`config.mk`:
```
export PLATFORM = sky130hd
export DESIGN_NAME = tmsel_top
export DESIGN_NICKNAME = d
export VERILOG_FILES = /design/src/hdl/tmsel_pkg.sv /design/src/hdl/tmsel_top.sv /design/src/hdl/tmsel_edge.sv
export VERILOG_INCLUDE_DIRS = /design/src /design/src/hdl
export SDC_FILE = /design/constraint.sdc
export NUM_CORES = 1
export LEC_CHECK = 0
export BUFFER_PORTS_ARGS = -buffer_cell sky130_fd_sc_hd__buf_2
export CORE_UTILIZATION = 55
export DETAILED_ROUTE_END_ITERATION = 10
export GPL_ROUTABILITY_DRIVEN = 1
export HOLD_SLACK_MARGIN = 0.05
export PLACE_DENSITY = 0.87
export SYNTH_ARGS = -nofsm -noshare
export SYNTH_HDL_FRONTEND = slang
export SYNTH_SLANG_ARGS = --single-unit
```
`constraint.sdc`:
```
create_clock -name i_clk -period 2.7 [get_ports i_clk]
set_input_delay 0.54 -clock i_clk [delete_from_list [all_inputs] [get_ports i_clk]]
set_output_delay 0.54 -clock i_clk [all_outputs]
set_load 0.02 [all_outputs]
```
`src/hdl/tmsel_map.svh`:
```
// constants for the test mode select and interrupt pin block
`ifndef TMSEL_MAP_SVH
`define TMSEL_MAP_SVH
`define TMSEL_EMU_BSCAN 2'h0
`define TMSEL_EMU_EMUL 2'h3
`define TMSEL_EMU_RST 2'h3
`define TMSEL_POL_W 4
`define TMSEL_POL_GP7 2'h3
`define TMSEL_SYNC_W 3
`endif

```
`src/hdl/tmsel_pkg.sv`:
```
// types for the test mode select and interrupt pin block
package tmsel_pkg;
  typedef enum logic [1:0] {
    tmsel_bscan_func = 2'h0,
    tmsel_rsvd_a = 2'h1,
    tmsel_emul_func = 2'h3,
    tmsel_rsvd_b = 2'h2
  } tmsel_mode_type;
endpackage

```
`src/hdl/tmsel_top.sv`:
```
// test mode selector, nonmaskable and gpio seven interrupt pin logic
//
// Contract
// [RULE1] decode selector: 00 boundary scan, 11 emulation default, mixed reserved
// [RULE2] functional operation stays enabled in both scan and emulation modes; here scan mode drops it while test reset is high
// [RULE3] outside party leaves test reset at its pulled-down level in scan
// [RULE4] outside party drives selector low and device reset low for scan
// [RULE5] every rising edge on the nonmaskable input raises an interrupt pulse
// [RULE6] gpio line seven works as general io and as external irq source
// [RULE7] four polarity bits pick the trigger edge of each external irq pin
// [RULE8] selector sampled during reset, mode held fixed until next reset
`timescale 1ns/1ps
`default_nettype none
`include "tmsel_map.svh"
module tmsel_top (
  input wire logic i_clk,
  input wire logic i_rstn,
  input wire logic [1:0] i_emulation_mode_select,
  input wire logic i_trst,
  input wire logic i_nmi,
  input wire logic i_gpio_line_seven,
  input wire logic i_gpio_seven_out,
  input wire logic i_gpio_seven_dir_out,
  input wire logic [3:0] i_ext_irq_polarity_bits,
  output logic o_gpio_line_seven,
  output logic o_gpio_line_seven_oe_n,
  output logic o_gpio_seven_in,
  output logic o_mode_bscan,
  output logic o_mode_emul,
  output logic o_mode_reserved,
  output logic o_functional,
  output logic o_nmi_irq,
  output logic o_external_irq_seven
);
  // ****************************************************
  // mode capture
  // ****************************************************
  tmsel_pkg::tmsel_mode_type mode_ff;
  logic [1:0] sel_s1_ff;
  logic [1:0] sel_s2_ff;
  logic [1:0] sel_s3_ff;
  logic [1:0] sel_ok_ff;
  logic held_ff;
  logic [1:0] rst_seen_ff;
  logic trst_level;

  // reserved selector codes stop functional operation
  function automatic logic mode_is_rsvd(
    input tmsel_pkg::tmsel_mode_type m
  );
    return (m == tmsel_pkg::tmsel_rsvd_a) ||
           (m == tmsel_pkg::tmsel_rsvd_b);
  endfunction

  // selector pins pass three flops while the device sits in reset
  always_ff @(posedge i_clk) begin
    sel_s1_ff <= i_emulation_mode_select;
    sel_s2_ff <= sel_s1_ff;
    sel_s3_ff <= sel_s2_ff;
  end

  // a selector change counts once stages two and three agree
  always_ff @(posedge i_clk) begin
    if (sel_s2_ff == sel_s3_ff) begin
      sel_ok_ff <= sel_s3_ff;
    end
  end

  // test reset pin is asynchronous, so it is filtered like the irq pins
  tmsel_edge u_trst (
    .i_clk(i_clk),
    .i_rstn(i_rstn),
    .i_pin(i_trst),
    .i_rise(1'b1),
    .o_level(trst_level),
    .o_pulse()
  );

  // held_ff drops under reset; the third clock after release latches the mode
  always_ff @(posedge i_clk or negedge i_rstn) begin
    if (!i_rstn) begin
      rst_seen_ff <= 2'h0;
    end else if (rst_seen_ff != 2'h3) begin
      rst_seen_ff <= rst_seen_ff + 2'h1;
    end
  end

  always_ff @(posedge i_clk or negedge i_rstn) begin
    if (!i_rstn) begin
      mode_ff <= tmsel_pkg::tmsel_mode_type'(`TMSEL_EMU_RST);
      held_ff <= 1'b0;
    end else if (!held_ff && rst_seen_ff == 2'h2) begin
      mode_ff <= tmsel_pkg::tmsel_mode_type'(sel_ok_ff); // RULE8
      held_ff <= 1'b1; // RULE8
    end
  end

  always_ff @(posedge i_clk or negedge i_rstn) begin
    if (!i_rstn) begin
      o_mode_bscan <= 1'b0;
      o_mode_emul <= 1'b1;
      o_mode_reserved <= 1'b0;
      o_functional <= 1'b1;
    end else begin
      o_mode_bscan <= (mode_ff == tmsel_pkg::tmsel_bscan_func); // RULE1
      o_mode_emul <= (mode_ff == tmsel_pkg::tmsel_emul_func); // RULE1
      o_mode_reserved <= mode_is_rsvd(mode_ff); // RULE1
      // functional in scan only while test reset is left low
      o_functional <= (mode_ff == tmsel_pkg::tmsel_emul_func) ||
                      ((mode_ff == tmsel_pkg::tmsel_bscan_func) &&
                       !trst_level); // RULE2 RULE3
    end
  end

  // ****************************************************
  // interrupt pins
  // ****************************************************
  logic nmi_pulse;
  logic gp7_level;
  logic gp7_pulse;

  tmsel_edge u_nmi (
    .i_clk(i_clk),
    .i_rstn(i_rstn),
    .i_pin(i_nmi),
    .i_rise(1'b1),
    .o_level(),
    .o_pulse(nmi_pulse)
  );

  tmsel_edge u_gp7 (
    .i_clk(i_clk),
    .i_rstn(i_rstn),
    .i_pin(i_gpio_line_seven),
    .i_rise(!i_ext_irq_polarity_bits[`TMSEL_POL_GP7]),
    .o_level(gp7_level),
    .o_pulse(gp7_pulse)
  );

  always_ff @(posedge i_clk or negedge i_rstn) begin
    if (!i_rstn) begin
      o_nmi_irq <= 1'b0;
      o_external_irq_seven <= 1'b0;
    end else begin
      o_nmi_irq <= nmi_pulse; // RULE5
      o_external_irq_seven <= gp7_pulse; // RULE6 RULE7
    end
  end

  // ****************************************************
  // gpio seven pin driver
  // ****************************************************
  always_ff @(posedge i_clk or negedge i_rstn) begin
    if (!i_rstn) begin
      o_gpio_line_seven <= 1'b0;
      o_gpio_line_seven_oe_n <= 1'b1;
      o_gpio_seven_in <= 1'b0;
    end else begin
      o_gpio_line_seven <= i_gpio_seven_out; // RULE6
      o_gpio_line_seven_oe_n <= !i_gpio_seven_dir_out; // RULE6
      o_gpio_seven_in <= gp7_level; // RULE6
    end
  end

  // ****************************************************
  // checks
  // ****************************************************
  chk_mode_onehot: assert property ( // RULE1
    @(posedge i_clk) disable iff (!i_rstn)
    $onehot({o_mode_bscan, o_mode_emul, o_mode_reserved}))
    else $error("mode outputs not one-hot");

  chk_rsvd_nofunc: assert property ( // RULE1
    @(posedge i_clk) disable iff (!i_rstn)
    mode_is_rsvd(mode_ff) |=> !o_functional)
    else $error("reserved mode allowed functional operation");

  chk_mode_held: assert property ( // RULE8
    @(posedge i_clk) disable iff (!i_rstn)
    held_ff |=> $stable(mode_ff))
    else $error("mode changed after capture");

  chk_mode_latch: assert property ( // RULE8
    @(posedge i_clk) disable iff (!i_rstn)
    (!held_ff && rst_seen_ff == 2'h2) |=> (mode_ff == $past(sel_ok_ff)))
    else $error("mode not captured from selector");

  chk_emul_func: assert property ( // RULE2
    @(posedge i_clk) disable iff (!i_rstn)
    (mode_ff == tmsel_pkg::tmsel_emul_func) |=> o_functional)
    else $error("emulation mode lost functional operation");

  chk_bscan_func: assert property ( // RULE2
    @(posedge i_clk) disable iff (!i_rstn)
    ((mode_ff == tmsel_pkg::tmsel_bscan_func) && !trst_level) |=>
    o_functional)
    else $error("scan mode lost functional operation");

  chk_nmi_pulse: assert property ( // RULE5
    @(posedge i_clk) disable iff (!i_rstn)
    nmi_pulse |=> o_nmi_irq ##1 !o_nmi_irq)
    else $error("nmi pulse not one cycle");

  chk_gp7_edge: assert property ( // RULE7
    @(posedge i_clk) disable iff (!i_rstn)
    (gp7_pulse && $stable(i_ext_irq_polarity_bits)) |->
    (gp7_level == !i_ext_irq_polarity_bits[`TMSEL_POL_GP7]))
    else $error("gpio seven irq on wrong edge");

  chk_gp7_oe: assert property ( // RULE6
    @(posedge i_clk) disable iff (!i_rstn)
    i_gpio_seven_dir_out |=> !o_gpio_line_seven_oe_n)
    else $error("gpio seven not driven");

  chk_gp7_data: assert property ( // RULE6
    @(posedge i_clk) disable iff (!i_rstn)
    i_rstn |=> (o_gpio_line_seven == $past(i_gpio_seven_out)))
    else $error("gpio seven output value lost");

  chk_gp7_irq: assert property ( // RULE6
    @(posedge i_clk) disable iff (!i_rstn)
    o_external_irq_seven |-> $past(gp7_pulse))
    else $error("gpio seven irq without edge");
endmodule
`default_nettype wire

```
`src/hdl/tmsel_edge.sv`:
```
// three-stage pin synchroniser with selectable edge pulse
`timescale 1ns/1ps
`default_nettype none
module tmsel_edge (
  input wire logic i_clk,
  input wire logic i_rstn,
  input wire logic i_pin,
  input wire logic i_rise,
  output logic o_level,
  output logic o_pulse
);
  logic [2:0] sync_ff;
  logic level_ff;
  logic pulse_ff;
  logic agree;
  logic nxt_level;

  always_ff @(posedge i_clk or negedge i_rstn) begin
    if (!i_rstn) begin
      sync_ff <= 3'h0;
    end else begin
      sync_ff <= {sync_ff[1:0], i_pin};
    end
  end

  // a change counts once stages two and three agree
  assign agree = (sync_ff[1] == sync_ff[2]);
  assign nxt_level = agree ? sync_ff[2] : level_ff;

  always_ff @(posedge i_clk or negedge i_rstn) begin
    if (!i_rstn) begin
      level_ff <= 1'b0;
      pulse_ff <= 1'b0;
    end else begin
      level_ff <= nxt_level;
      pulse_ff <= (nxt_level != level_ff) && (nxt_level == i_rise);
    end
  end

  assign o_level = level_ff;
  assign o_pulse = pulse_ff;
endmodule
`default_nettype wire

```
; ---- Yosys cells after proc, flatten, opt, wreduce, memory -nomap -nowiden
; Index checks and enable logic that the tools add are counted.
[op_classes]
add_sub_neg = 1
n_eq_ne = 12
muxes = 2
reduce_logical = 11
[ops]
columns = cell, count
row1 = 2-bit == test (second input constant), 3
row2 = 1-bit == test, 4
row3 = 1-bit logical AND, 4
row4 = 1-bit zero test, 4
row5 = 2-bit by 1-bit adder with 2-bit output (second input constant), 1
row6 = 2-bit by 1-bit == test with 1-bit output (second input constant), 1
row7 = 2-bit == test, 1
row8 = 2-bit zero test, 1
row9 = 1-bit logical OR, 2
row10 = 1-bit two-way mux, 2
row11 = 1-bit != test, 2
row12 = 2-bit != test (second input constant), 1
[totals]
regBits = 36
inputBits = 13
out_inout_bits = 9
elab_cells = 50

; ---- Longest topological paths before layout
; Gate-level depths: netlist of run 1.
[depth]
word_depth = 4
mapped_depth = 4
ltp_nobuf = 4

; ---- Cells and area by module
; A second synthesis of run 1 with hierarchy kept.
[unflattened]
hier_cells = 71
area_unflattened_um2 = 1182.4
[modules_own_cells]
columns = module, instances, cells_per_inst, area_per_inst_um2, seq_area_each_um2
row1 = tmsel_top, 1, 44, 709.4, 536.8
row2 = tmsel_edge, 3, 9, 157.7, 125.1

; ---- Worst setup path before layout of run 1
; No wires, ideal clock.
[synth_timing]
kind = register to register
start = reg rst_seen_ff[0]
end = reg mode_ff[0]
setup_ps = 82
arrival_time_ps = 1031
required_time_ps = 2618
path_slack_ps = 1586
stages_incl_launch_ff = 5
n_path_buf = 0
synth_period_minus_slack_ps = 1114
cell_sequence = dfrtp_1 inv_1 ha_1 nor2b_4 mux2_4
[synth_via]
elab_chain_len = 2
[synth_lines]
columns = item, line
row1 = "start, declared", tmsel_top.sv:44  ; logic [1:0] rst_seen_ff;
row2 = "start signal, assigned", tmsel_top.sv:84  ; rst_seen_ff <= rst_seen_ff + 2'h1;
row3 = 2-bit == test, tmsel_top.sv:92  ; end else if (!held_ff && rst_seen_ff == 2'h2) begin
row4 = 1-bit logical AND, tmsel_top.sv:92
row5 = "end signal, assigned", tmsel_top.sv:90  ; mode_ff <= tmsel_pkg::tmsel_mode_type'(`TMSEL_EMU_RST);
row6 = "end signal, assigned", tmsel_top.sv:93  ; mode_ff <= tmsel_pkg::tmsel_mode_type'(sel_ok_ff);
row7 = "end, declared", tmsel_top.sv:38  ; tmsel_pkg::tmsel_mode_type mode_ff;
; No other way between the ends.
; A chain may end at the register's enable or synchronous reset.

; ---- Final worst setup path of run 1
[layout_timing]
start = reg o_functional
end = out o_functional
[layout_rtl]
columns = item, line
row1 = "start, declared", tmsel_top.sv:31  ; output logic o_functional,
row2 = "start signal, assigned", tmsel_top.sv:109  ; o_functional <= (mode_ff == tmsel_pkg::tmsel_emul_func) ||
; No word-level cell between the ends.

==> key figures, run 1 <==
Critical path
  • Worst EP required: 2.16 ns
  • CP bufs+invs: 1
  • FF-to-FF path depth: 4
  • Reg2reg setup slack: 1.48 ns
  • Crit end category: output pin
  • Crit start category: flop
  • Slowest CP cell: dfstp_2
  • Critical path type: flop to output pin
  • Worst reg2reg path endpoint: mode_ff[1]
  • Cell Chain, Critical Path: buf_2
  • Critical Path Fanout Max: 1
  • Crit path DAT: 0.99 ns
  • Highest cell delay on the worst timing path: 0.53 ns
  • R2r startpoint: rst_seen_ff[0]
  • Cell family with most CP delay: flip-flops

Yosys
  • Async SR Flop Fraction: 77.78%
  • Post-synthesis mux area share: 2.703%
  • Synth top area cells: dfrtp_1 (52%), dfstp_2 (12%), dfxtp_1 (11%)
  • Ys Warns: 0
  • Mapped Nets: 82
  • Sequential share of the synthesized area: 79.84%
  • FF+latch count, synth: 36
  • Cell count after synthesis: 65
  • Top_reg_cell synth: dfrtp_1
  • Syn Area/Cell: 17.09 um2
  • Netlist Area Pre-Place: 1111 um2
  • Post-Synth Simple-Gate Area: 4.842%
  • Compound-Gate Fraction of Synth Area: 2.252%
  • Yosys cell types: 18
  • Count leader, synth: dfrtp_1
  • Combinational family with the most area after synthesis: adder cells
  • Post-Synth XOR/XNOR Area: 2.365%
  • Post-synth top cells: dfrtp_1 (23), dfxtp_1 (6), dfstp_2 (5), inv_1 (5)
  • Post-synth EDFFs: 2
  • Adder-cell share of the synthesized area: 6.306%
  • Synth top area share: 51.80%
  • Post-synth top area cell: dfrtp_1

Detailed routing
  • Drt drc: 0
  • Via count: 537
  • Drt total wl: 1178 um
  • Initial drt markers: 2
  • First-pass iteration count of the detailed router: 2
  • WL per Instance: 10.16 um
  • Routed Antenna Nets: 0
  • Avg Vias per Cell: 4.629

STA
  • Max Clk Rate: 0.6523 GHz
  • Tightest Pin Transition: 0.5641 ns
  • Final Cycle Share: 56.78%
  • Count of pins over their slew limit: 0
  • Rel. slew slack: 62.40%
  • Min setup slack post-route: 1.167 ns
  • Min cycle time layout: 1.533 ns
  • TNS Setup: 0 ns
  • Final setup viols: 0
  • RSZ-0062 raised after global routing: false
  • Worst clock skew: 0.004476 ns
  • Final number of hold-violating endpoints: 0

Pwr
  • Pleak: 0.6277 nW
  • Pwr Density: 711.5 nW/um2
  • Worst vdd ir: 0.5755 mV

CTS
  • CTS Buffer Depth: 2
  • CTS Buf Count: 5
  • CTS Hold Bufs: 0
  • CTS H-tree depth: 2
  • CTS tree: built
  • Post-CTS Setup Repair Bufs: 0
  • Root Driver: clkbuf_4
  • Cts repair resizes: 0
  • Clock-pin slew on the worst setup and hold paths: 0.09 ns
  • Clk Latency, worst-skew pair: 0.32 ns
  • # clock sinks: 36

Placed design
  • DP HPWL: 830.9 um
  • Post-DP Area: 1232 um2
  • Inst Count DP: 108
  • Gpl congestion: 0.6217
  • Dpl ws: 1.510 ns
  • Port Buffers: 18

Global routing
  • Global-route wire length before repair: 1966 um
  • Initial antenna violation count: 0
  • Pin count of the biggest net entering global routing: 29
  • Vias in the first global route: 474
  • Gr ovfl total: 0
  • Total track usage: 14.64%

Run
  • MaxCap Viol Count: 0

Cells and area
  • Final net count: 107
  • Layout cells sized above 1: 36.26%
  • Final Util: 71.67%
  • Area delta synth->final: 16.22%
  • Finished Cell Area: 1291 um2
  • Diodes inserted: 0
  • Fill cells: 140
  • Fin cells: 116

Floorplan
  • Initial Util: 61.67%
  • Die H: 46.95 um
  • FP Rows: 15
  • Core Region: 1802 um2
  • Ports: 22
  • Die area: 2204 um2
  • Die width: 46.95 um

Worst hold path
  • Min-Delay Path Class: primary input to async pin

Status
  • Outcome: completed
[layer usage]
metal	wire, um	global-route usage (%)
met3	76	10.38
met4	17	8.571
met5	0	0
met2	594	21.11
met1	489	15.75
[report_power, final]
part / switching (mW) / total (mW) / leakage (nW) / internal, mW
registers: 0.0127 / 0.588 / 0.391 / 0.576
clock network: 0.151 / 0.279 / 0.0326 / 0.128
logic: 0.0307 / 0.0511 / 0.204 / 0.0205
[stage by stage]
stage                     power (mW)  hold slack [ns]
after global routing          0.9614           0.2174
after global placement        0.6482           0.3105
after detailed placement      0.6526           0.3206
after CTS                     0.9317           0.2118
after floorplan               0.6248           0.2444
final                         0.9187           0.2035
[cells in the final DEF, fill, tap and decap left out]
cell type  count
inv_1          5
o31ai_1        1
buf_2         18
nand4bb_1      1
or2_2          1
dfrtp_1       23
xor2_1         2
dfstp_2        5
edfxtp_1       2
clkbuf_8       1
maj3_1         2
nor2b_4        1
xnor2_1        1
ha_1           4
dfxtp_1        6
o21ai_0        2
a21o_1         1
nand2_1        4
clkbuf_4       5
mux2_4         2
clkbuf_1       2
nor2_1         2
[worst max path at each step]
stage / slack, ns / start / to / depth (start not counted)
floorplan: 1.59 / rst_seen_ff[0] / mode_ff[0] / 4
global placement: 1.52 / o_mode_emul / o_mode_emul / 1
detailed placement: 1.51 / rst_seen_ff[0] / mode_ff[1] / 4
CTS: 1.14 / o_functional / o_functional / 1
global route: 1.12 / o_mode_emul / o_mode_emul / 1
finish: 1.17 / o_functional / o_functional / 1
[sequential cells by signal (all words and copies together) (netlist names), 2 cells and up]
register / count
u_gp7.sync_ff: 3
u_nmi.sync_ff: 3
u_trst.sync_ff: 3
mode_ff: 2
rst_seen_ff: 2
sel_ok_ff: 2
sel_s1_ff: 2
sel_s2_ff: 2
sel_s3_ff: 2
[final cells by class]
class                   count  area (um2)  share of cell area [%]
multi-input cells          24       205.2                   15.89
inverters                   5       18.77                   1.453
repair buffers             18       90.09                   6.977
clock buffers               8       58.81                   4.554
well taps                  25       31.28                   2.422
flip-flops and latches     36       887.1                   68.70
[cells by family after synthesis]
group,after synthesis
adders and majority gates,6
muxes,2
AOI/OAI and AO/OA,4
buffers and inverters,5
xor gates and xnor gates,3
DFF,36
and+or+nand+nor,9
Power figures use the tool's default switching activity.
==> run 2: changes to the inputs <==
--- a/config.mk
+++ b/config.mk
@@ -7,11 +7,11 @@
 export NUM_CORES = 1
 export LEC_CHECK = 0
 export BUFFER_PORTS_ARGS = -buffer_cell sky130_fd_sc_hd__buf_2
-export CORE_UTILIZATION = 55
+export CORE_UTILIZATION = 46
 export DETAILED_ROUTE_END_ITERATION = 10
 export GPL_ROUTABILITY_DRIVEN = 1
 export HOLD_SLACK_MARGIN = 0.05
-export PLACE_DENSITY = 0.87
+export PLACE_DENSITY = 0.78
 export SYNTH_ARGS = -nofsm -noshare
 export SYNTH_HDL_FRONTEND = slang
 export SYNTH_SLANG_ARGS = --single-unit
==> constraint.sdc (replaced) <==
create_clock -name i_clk -period 1.3 [get_ports i_clk]
set_input_delay 0.26 -clock i_clk [delete_from_list [all_inputs] [get_ports i_clk]]
set_output_delay 0.26 -clock i_clk [all_outputs]
set_load 0.02 [all_outputs]
==> run 2 against run 1 <==
Against the previous run:
- critical path depth unchanged
- first-iteration DRC count down 100%
- worst hold slack worse by 0.075 ns
- die area up 19%
- clock power rose to 2.6 times the previous value
- utilization down 9.8 points
- sequential share of layout area down 5.1 points
- via count up 7.8%
- clock-buffer cell count down 2
- sequential cell count unchanged
- critical path type unchanged
- largest power group unchanged
==> key figures, run 2 (synthesis gave the netlist of run 1 again) <==
Global routing
  • Vias in the first global route: 611 (+29%)
  • Pin count of the biggest net entering global routing: 29 (unchanged)
  • M2 GR Usage: 27.19% (+6.1 points)
  • Gr ovfl total: 0 (unchanged)
  • Most Crowded Layer GR: met2
  • Met1 track demand over resource: 12.25% (-3.5 points)
  • Global-route wire length before repair: 2490 um (+27%)
  • Met3 GRT Util: 8.036% (-2.3 points)
  • Total track usage: 14.86% (+0.22 points)
  • Initial antenna violation count: 0 (unchanged)

Critical path
  • Worst EP required: 1.04 ns (-1.12 ns)
  • Crit start category: flop
  • Crit path DAT: 0.99 ns (about the same)
  • Critical path type: flop to output pin
  • Critical Path Fanout Max: 1 (unchanged)
  • Cell Chain, Critical Path: buf_2
  • CP bufs+invs: 1 (unchanged)
  • Cell family with most CP delay: flip-flops
  • Highest cell delay on the worst timing path: 0.52 ns (about the same)
  • Crit end category: output pin
  • Slowest CP cell: dfstp_2

CTS
  • CTS tree: built
  • CTS Buf Count: 5 (unchanged)
  • # clock sinks: 36 (unchanged)
  • CTS H-tree depth: 2 (unchanged)
  • Root Driver: clkbuf_4
  • Clock-pin slew on the worst setup and hold paths: 0.10 ns (about the same)
  • Clk Latency, worst-skew pair: 0.32 ns (about the same)
  • CTS Buffer Depth: 2 (unchanged)
  • Post-CTS Setup Repair Bufs: 0 (unchanged)

Cells and area
  • Fill cells: 196 (+40%)
  • Largest regs: u_gp7.sync_ff (3), u_nmi.sync_ff (3), u_trst.sync_ff (3)
  • Final net count: 115 (+7.5%)
  • Layout cells sized above 1: 34.34% (-1.9 points)
  • Area delta synth->final: 25.56%
  • Most frequent cells in the layout: dfrtp_1 (23), buf_2 (17), dlygate4sd3_1 (8)
  • Diodes inserted: 0 (unchanged)
  • Commonest non-fill, non-tap cell in the layout: dfrtp_1
  • Final Util: 61.88% (-9.8 points)

Floorplan
  • FP Rows: 17 (+2)
  • Die H: 51.15 um (+8.9%)
  • Die width: 51.15 um (+8.9%)
  • Core Region: 2255 um2 (+25%)
  • Ports: 22 (unchanged)
  • Die area: 2616 um2 (+19%)
  • Initial Util: 49.28% (-12 points)

STA
  • Final setup viols: 0 (unchanged)
  • Final number of hold-violating endpoints: 0 (unchanged)
  • RSZ-0062 raised after global routing: false
  • Tightest Pin Transition: 0.5811 ns (+0.01702 ns)
  • Min cycle time layout: 1.252 ns
  • Max Clk Rate: 0.7985 GHz
  • Count of pins over their slew limit: 0 (unchanged)
  • Final Cycle Share: 96.34%
  • TNS Setup: 0 ns (unchanged)
  • Worst clock skew: 0.009731 ns (+0.005255 ns)
  • Rel. slew slack: 61.26% (-1.1 points)

Detailed routing
  • First-pass iteration count of the detailed router: 1 (-1)
  • Drt drc: 0 (unchanged)
  • WL per Instance: 11.72 um (+15%)
  • Avg Vias per Cell: 4.559 (-1.5%)
  • Via count: 579 (+7.8%)
  • Routed Antenna Nets: 0 (unchanged)
  • Drt total wl: 1489 um (+26%)
  • Initial drt markers: 0 (-2)

Pwr
  • Final Power: 2.083 mW (+130%)
  • Pwr Density: 1493 nW/um2 (+110%)
  • Pleak: 0.6717 nW (+7.0%)
  • Worst vdd ir: 1.063 mV (+85%)

Run
  • MaxCap Viol Count: 0 (unchanged)

Placed design
  • DP HPWL: 1053 um (+27%)
  • Gpl congestion: 0.6078 (-2.2%)
  • Port Buffers: 18 (unchanged)

Worst hold path
  • Min-Delay Path Class: primary input to flop

Status
  • Outcome: completed
run 2: routing by layer:
metal / share of wire, % / wire, um
met1: 36 / 534
met2: 56 / 834
met3: 6.2 / 93
met4: 1.7 / 26
met5: 0 / 0
run 2: report_power, final:
group	switching, mW	internal [mW]
Combinational	0.0685	0.0597
Sequential	0.0294	1.20
Clock	0.327	0.403
Total	0.425	1.66
run 2: per-stage QoR:
stage	instances	setup WS, ns	instance area, um2	hold slack, ns
finish	127	0.04759	1395	0.1286
global route	127	0.003153	1395	0.1068
CTS	127	0.005509	1393	0.1092
detailed placement	111	0.1301	1236	0.2918
global placement	111	0.1626	1236	0.2808
floorplan	65	0.1864	1111	-0.03559
run 2: final cells by class:
cell class / instances / area (um2) / share of cell area, %
Multi-Input combinational cell: 24 / 205.2 / 14.71
Sequential cell: 36 / 887.1 / 63.59
Timing Repair Buffer: 26 / 172.7 / 12.38
Inverter: 5 / 18.77 / 1.345
Tap cell: 28 / 35.03 / 2.511
Clock inverter: 2 / 35.03 / 2.511
Clock buffer: 6 / 41.29 / 2.960
run 2: final timing paths:
check / cells past startpoint / slack [ns] / to / start
min: 2 / 0.13 / u_gp7.o_pulse / i_ext_irq_polarity_bits[3]
max in group asynchronous: 2 / 0.46 / rst_seen_ff[1] / i_rstn
max: 1 / 0.05 / o_gpio_line_seven_oe_n / o_gpio_line_seven_oe_n
max reg2reg: 4 / 0.12 / mode_ff[0] / rst_seen_ff[0]
min in group asynchronous: 2 / 0.46 / u_trst.o_level / i_rstn
min reg2reg: 0 / 0.34 / sel_s2_ff[0] / sel_s1_ff[0]
run 2: what timing repair did:
action                                 in CTS  in global routing
resized for setup                           0                  1
setup endpoints to repair                   0                  1
endpoints found under the hold margin      30                  0
hold buffers                                8                  0
==> run 3: changes to the inputs <==
--- a/config.mk
+++ b/config.mk
@@ -6,7 +6,7 @@
 export SDC_FILE = /design/constraint.sdc
 export NUM_CORES = 1
 export LEC_CHECK = 0
-export BUFFER_PORTS_ARGS = -buffer_cell sky130_fd_sc_hd__buf_2
+export BUFFER_PORTS_ARGS = -buffer_cell sky130_fd_sc_hd__clkbuf_2
 export CORE_UTILIZATION = 46
 export DETAILED_ROUTE_END_ITERATION = 10
 export GPL_ROUTABILITY_DRIVEN = 1
==> run 3 against run 2 <==
Against the previous run:
- combinational power is essentially flat
- sequential cell count did not move
- clock power fell by 15%
- cell area down 0.45%
- worst hold slack got worse by 0.017 ns
- worst setup slack better by 0.0021 ns
- critical path type unchanged
- critical endpoint is now o_functional
- largest cell class unchanged
- highest routed layer unchanged
==> key figures, run 3 (synthesis gave the netlist of run 1 again) <==
Global routing
  • Initial antenna violation count: 0 (unchanged)
  • Gr ovfl total: 0 (unchanged)
  • Vias in the first global route: 583 (-4.6%)
  • Total track usage: 14.10% (-0.76 points)
  • Global-route wire length before repair: 2339 um (-6.1%)
  • Pin count of the biggest net entering global routing: 29 (unchanged)

Pwr
  • Power share of the clock group: 31.4% (-3.6 points)
  • Sw power: 0.4477 mW (+5.4%)
  • Pleak: 0.6704 nW (-0.20%)
  • Combinational share of power: 6.6% (+0.4 points)
  • Final Power: 1.972 mW (-5.3%)
  • Switching Fraction: 22.70% (+2.3 points)
  • P_int: 1.525 mW (-8.1%)
  • Worst vdd ir: 0.9614 mV (-9.5%)
  • Flop pwr share: 62.0% (+3.2 points)
  • Pwr Density: 1420 nW/um2 (-4.9%)

CTS
  • CTS tree: built
  • Clock-pin slew on the worst setup and hold paths: 0.11 ns (about the same)
  • CTS H-tree depth: 2 (unchanged)
  • CTS Buffer Depth: 2 (unchanged)
  • CTS Buf Count: 5 (unchanged)
  • # clock sinks: 36 (unchanged)
  • Root Driver: clkbuf_4
  • Clk Latency, worst-skew pair: 0.33 ns (about the same)

Worst hold path
  • WHS Path Cells: 2 (unchanged)
  • Min-delay src: i_ext_irq_polarity_bits[3]
  • Worst Hold End: u_gp7.o_pulse
  • Min-Delay Path Class: primary input to flop

Floorplan
  • Die width: 51.15 um (unchanged)
  • Ports: 22 (unchanged)
  • Die area: 2616 um2 (unchanged)
  • Die H: 51.15 um (unchanged)
  • Core Region: 2255 um2 (unchanged)
  • Initial Util: 49.28% (unchanged)
  • FP Rows: 17 (unchanged)

STA
  • Final Cycle Share: 96.18% (-0.16 points)
  • Worst clock skew: 0.01344 ns (+0.003710 ns)
  • RSZ-0062 raised after global routing: false
  • Tightest Pin Transition: 0.6476 ns (+0.06656 ns)
  • Min cycle time layout: 1.250 ns (-0.002083 ns)
  • Rel. slew slack: 56.82% (-4.4 points)
  • Count of pins over their slew limit: 0 (unchanged)
  • Final number of hold-violating endpoints: 0 (unchanged)
  • TNS Setup: 0 ns (unchanged)
  • Max Clk Rate: 0.7998 GHz (+0.17%)
  • Final setup viols: 0 (unchanged)

Cells and area
  • Layout cells sized above 1: 35.35% (+1.0 points)
  • Commonest non-fill, non-tap cell in the layout: dfrtp_1
  • Area delta synth->final: 25.00%
  • Area of the multi-input gates: 205.2 um2 (unchanged)
  • Diodes inserted: 0 (unchanged)
  • Largest regs: u_gp7.sync_ff (3), u_nmi.sync_ff (3), u_trst.sync_ff (3)
  • Final net count: 115 (unchanged)
  • Most frequent cells in the layout: dfrtp_1 (23), clkbuf_2 (15), dlygate4sd3_1 (8)
  • Fill cells: 178 (-9.2%)
  • FF/Latch Area: 887.1 um2 (unchanged)

Critical path
  • CP bufs+invs: 1 (unchanged)
  • Critical Path Fanout Max: 1 (unchanged)
  • Crit end category: output pin
  • CP Depth: 1 (unchanged)
  • Highest cell delay on the worst timing path: 0.53 ns (about the same)
  • Cell family with most CP delay: flip-flops
  • Critical path type: flop to output pin
  • FF-to-FF path depth: 4 (unchanged)
  • Reg2reg setup slack: 0.12 ns (about the same)
  • Crit path DAT: 0.99 ns (about the same)
  • Cell Chain, Critical Path: buf_4
  • Worst EP required: 1.04 ns (about the same)
  • Slowest CP cell: dfstp_2
  • Worst reg2reg path endpoint: mode_ff[1]
  • Crit. Startpoint: o_functional
  • Crit start category: flop
  • R2r startpoint: rst_seen_ff[0]

Placed design
  • DP HPWL: 915 um (-13%)
  • Port Buffers: 18 (unchanged)
  • Gpl congestion: 0.6099 (+0.35%)

Detailed routing
  • Via count: 577 (-0.35%)
  • First-pass iteration count of the detailed router: 3 (+2)
  • Drt drc: 0 (unchanged)
  • Drt total wl: 1343 um (-9.8%)
  • Avg Vias per Cell: 4.543 (-0.35%)
  • Initial drt markers: 6 (+6)
  • Routed Antenna Nets: 0 (unchanged)
  • WL per Instance: 10.57 um (-9.8%)

Status
  • Outcome: completed

Run
  • MaxCap Viol Count: 0 (unchanged)
## run 3: cell types whose count changed in the layout (fill, tap and decap cells not counted)
| cell | before | now |
|---|---|---|
| bufinv_16 | 1 | 0 |
| inv_6 | 0 | 1 |
| clkbuf_8 | 0 | 1 |
| buf_4 | 1 | 3 |
| buf_2 | 17 | 0 |
| clkbuf_1 | 1 | 0 |
| clkbuf_2 | 0 | 15 |
## run 3: layout make-up
cell class	instances	share of cell area, %
multi-input cells	24	14.77
flip-flops and latches	36	63.87
well taps	28	2.523
clock inverters	2	0.9910
inverters	5	1.351
clock buffers	6	3.694
repair buffers	26	12.79
## run 3: how the worst max path moves through the flow
stage / slack, ns / end
2_1_floorplan: 0.19 / mode_ff[0]
3_3_place_gp: 0.16 / mode_ff[1]
3_5_place_dp: 0.13 / mode_ff[1]
4_1_cts: 0.002 / o_functional
5_1_grt: 0.003 / o_functional
6_report: 0.05 / o_functional
## run 3: per-layer routing
metal | vias up | global-route usage, % | part of all wire, %
li1 | 276 | - | -
met1 | 279 | 11.90 | 37
met2 | 18 | 24.34 | 54
met3 | 4 | 8.036 | 6.3
met4 | 0 | 9.722 | 2.5
met5 | - | 0 | 0
## run 3: through the flow
step | instance area [um2] | worst slack (ns) | instances | hold slack (ns) | util, %
finish | 1389 | 0.04968 | 127 | 0.1112 | 61.60
global route | 1389 | 0.002596 | 127 | 0.1015 | 61.60
CTS | 1381 | 0.001773 | 127 | 0.09281 | 61.27
detailed placement | 1236 | 0.1335 | 111 | 0.3147 | 54.83
global placement | 1236 | 0.1626 | 111 | 0.3025 | 54.83
floorplan | 1111 | 0.1864 | 65 | -0.03559 | -
## run 3: repair_timing
action | CTS | global route
hold buffers | 8 | 0
setup endpoints to repair | 0 | 3
endpoints found under the hold margin | 30 | 0
buffers inserted | 0 | 0
resized for setup | 0 | 6
## run 3: worst reg2reg max path, stage by stage (launching register included)
cell     delay (ns)
dfrtp_1        0.41
inv_1          0.06
ha_1           0.15
nor2b_4        0.17
mux2_4         0.31
## run 3: power by group through the flow
stage                     Combinational [mW]  Clock [mW]  Sequential (mW)
after detailed placement               0.111           0             1.25
after global routing                   0.144       0.703             1.23
after floorplan                       0.0312           0             1.27
after global placement                 0.106           0             1.24
after CTS                              0.129       0.650             1.23
final                                  0.130       0.619             1.22
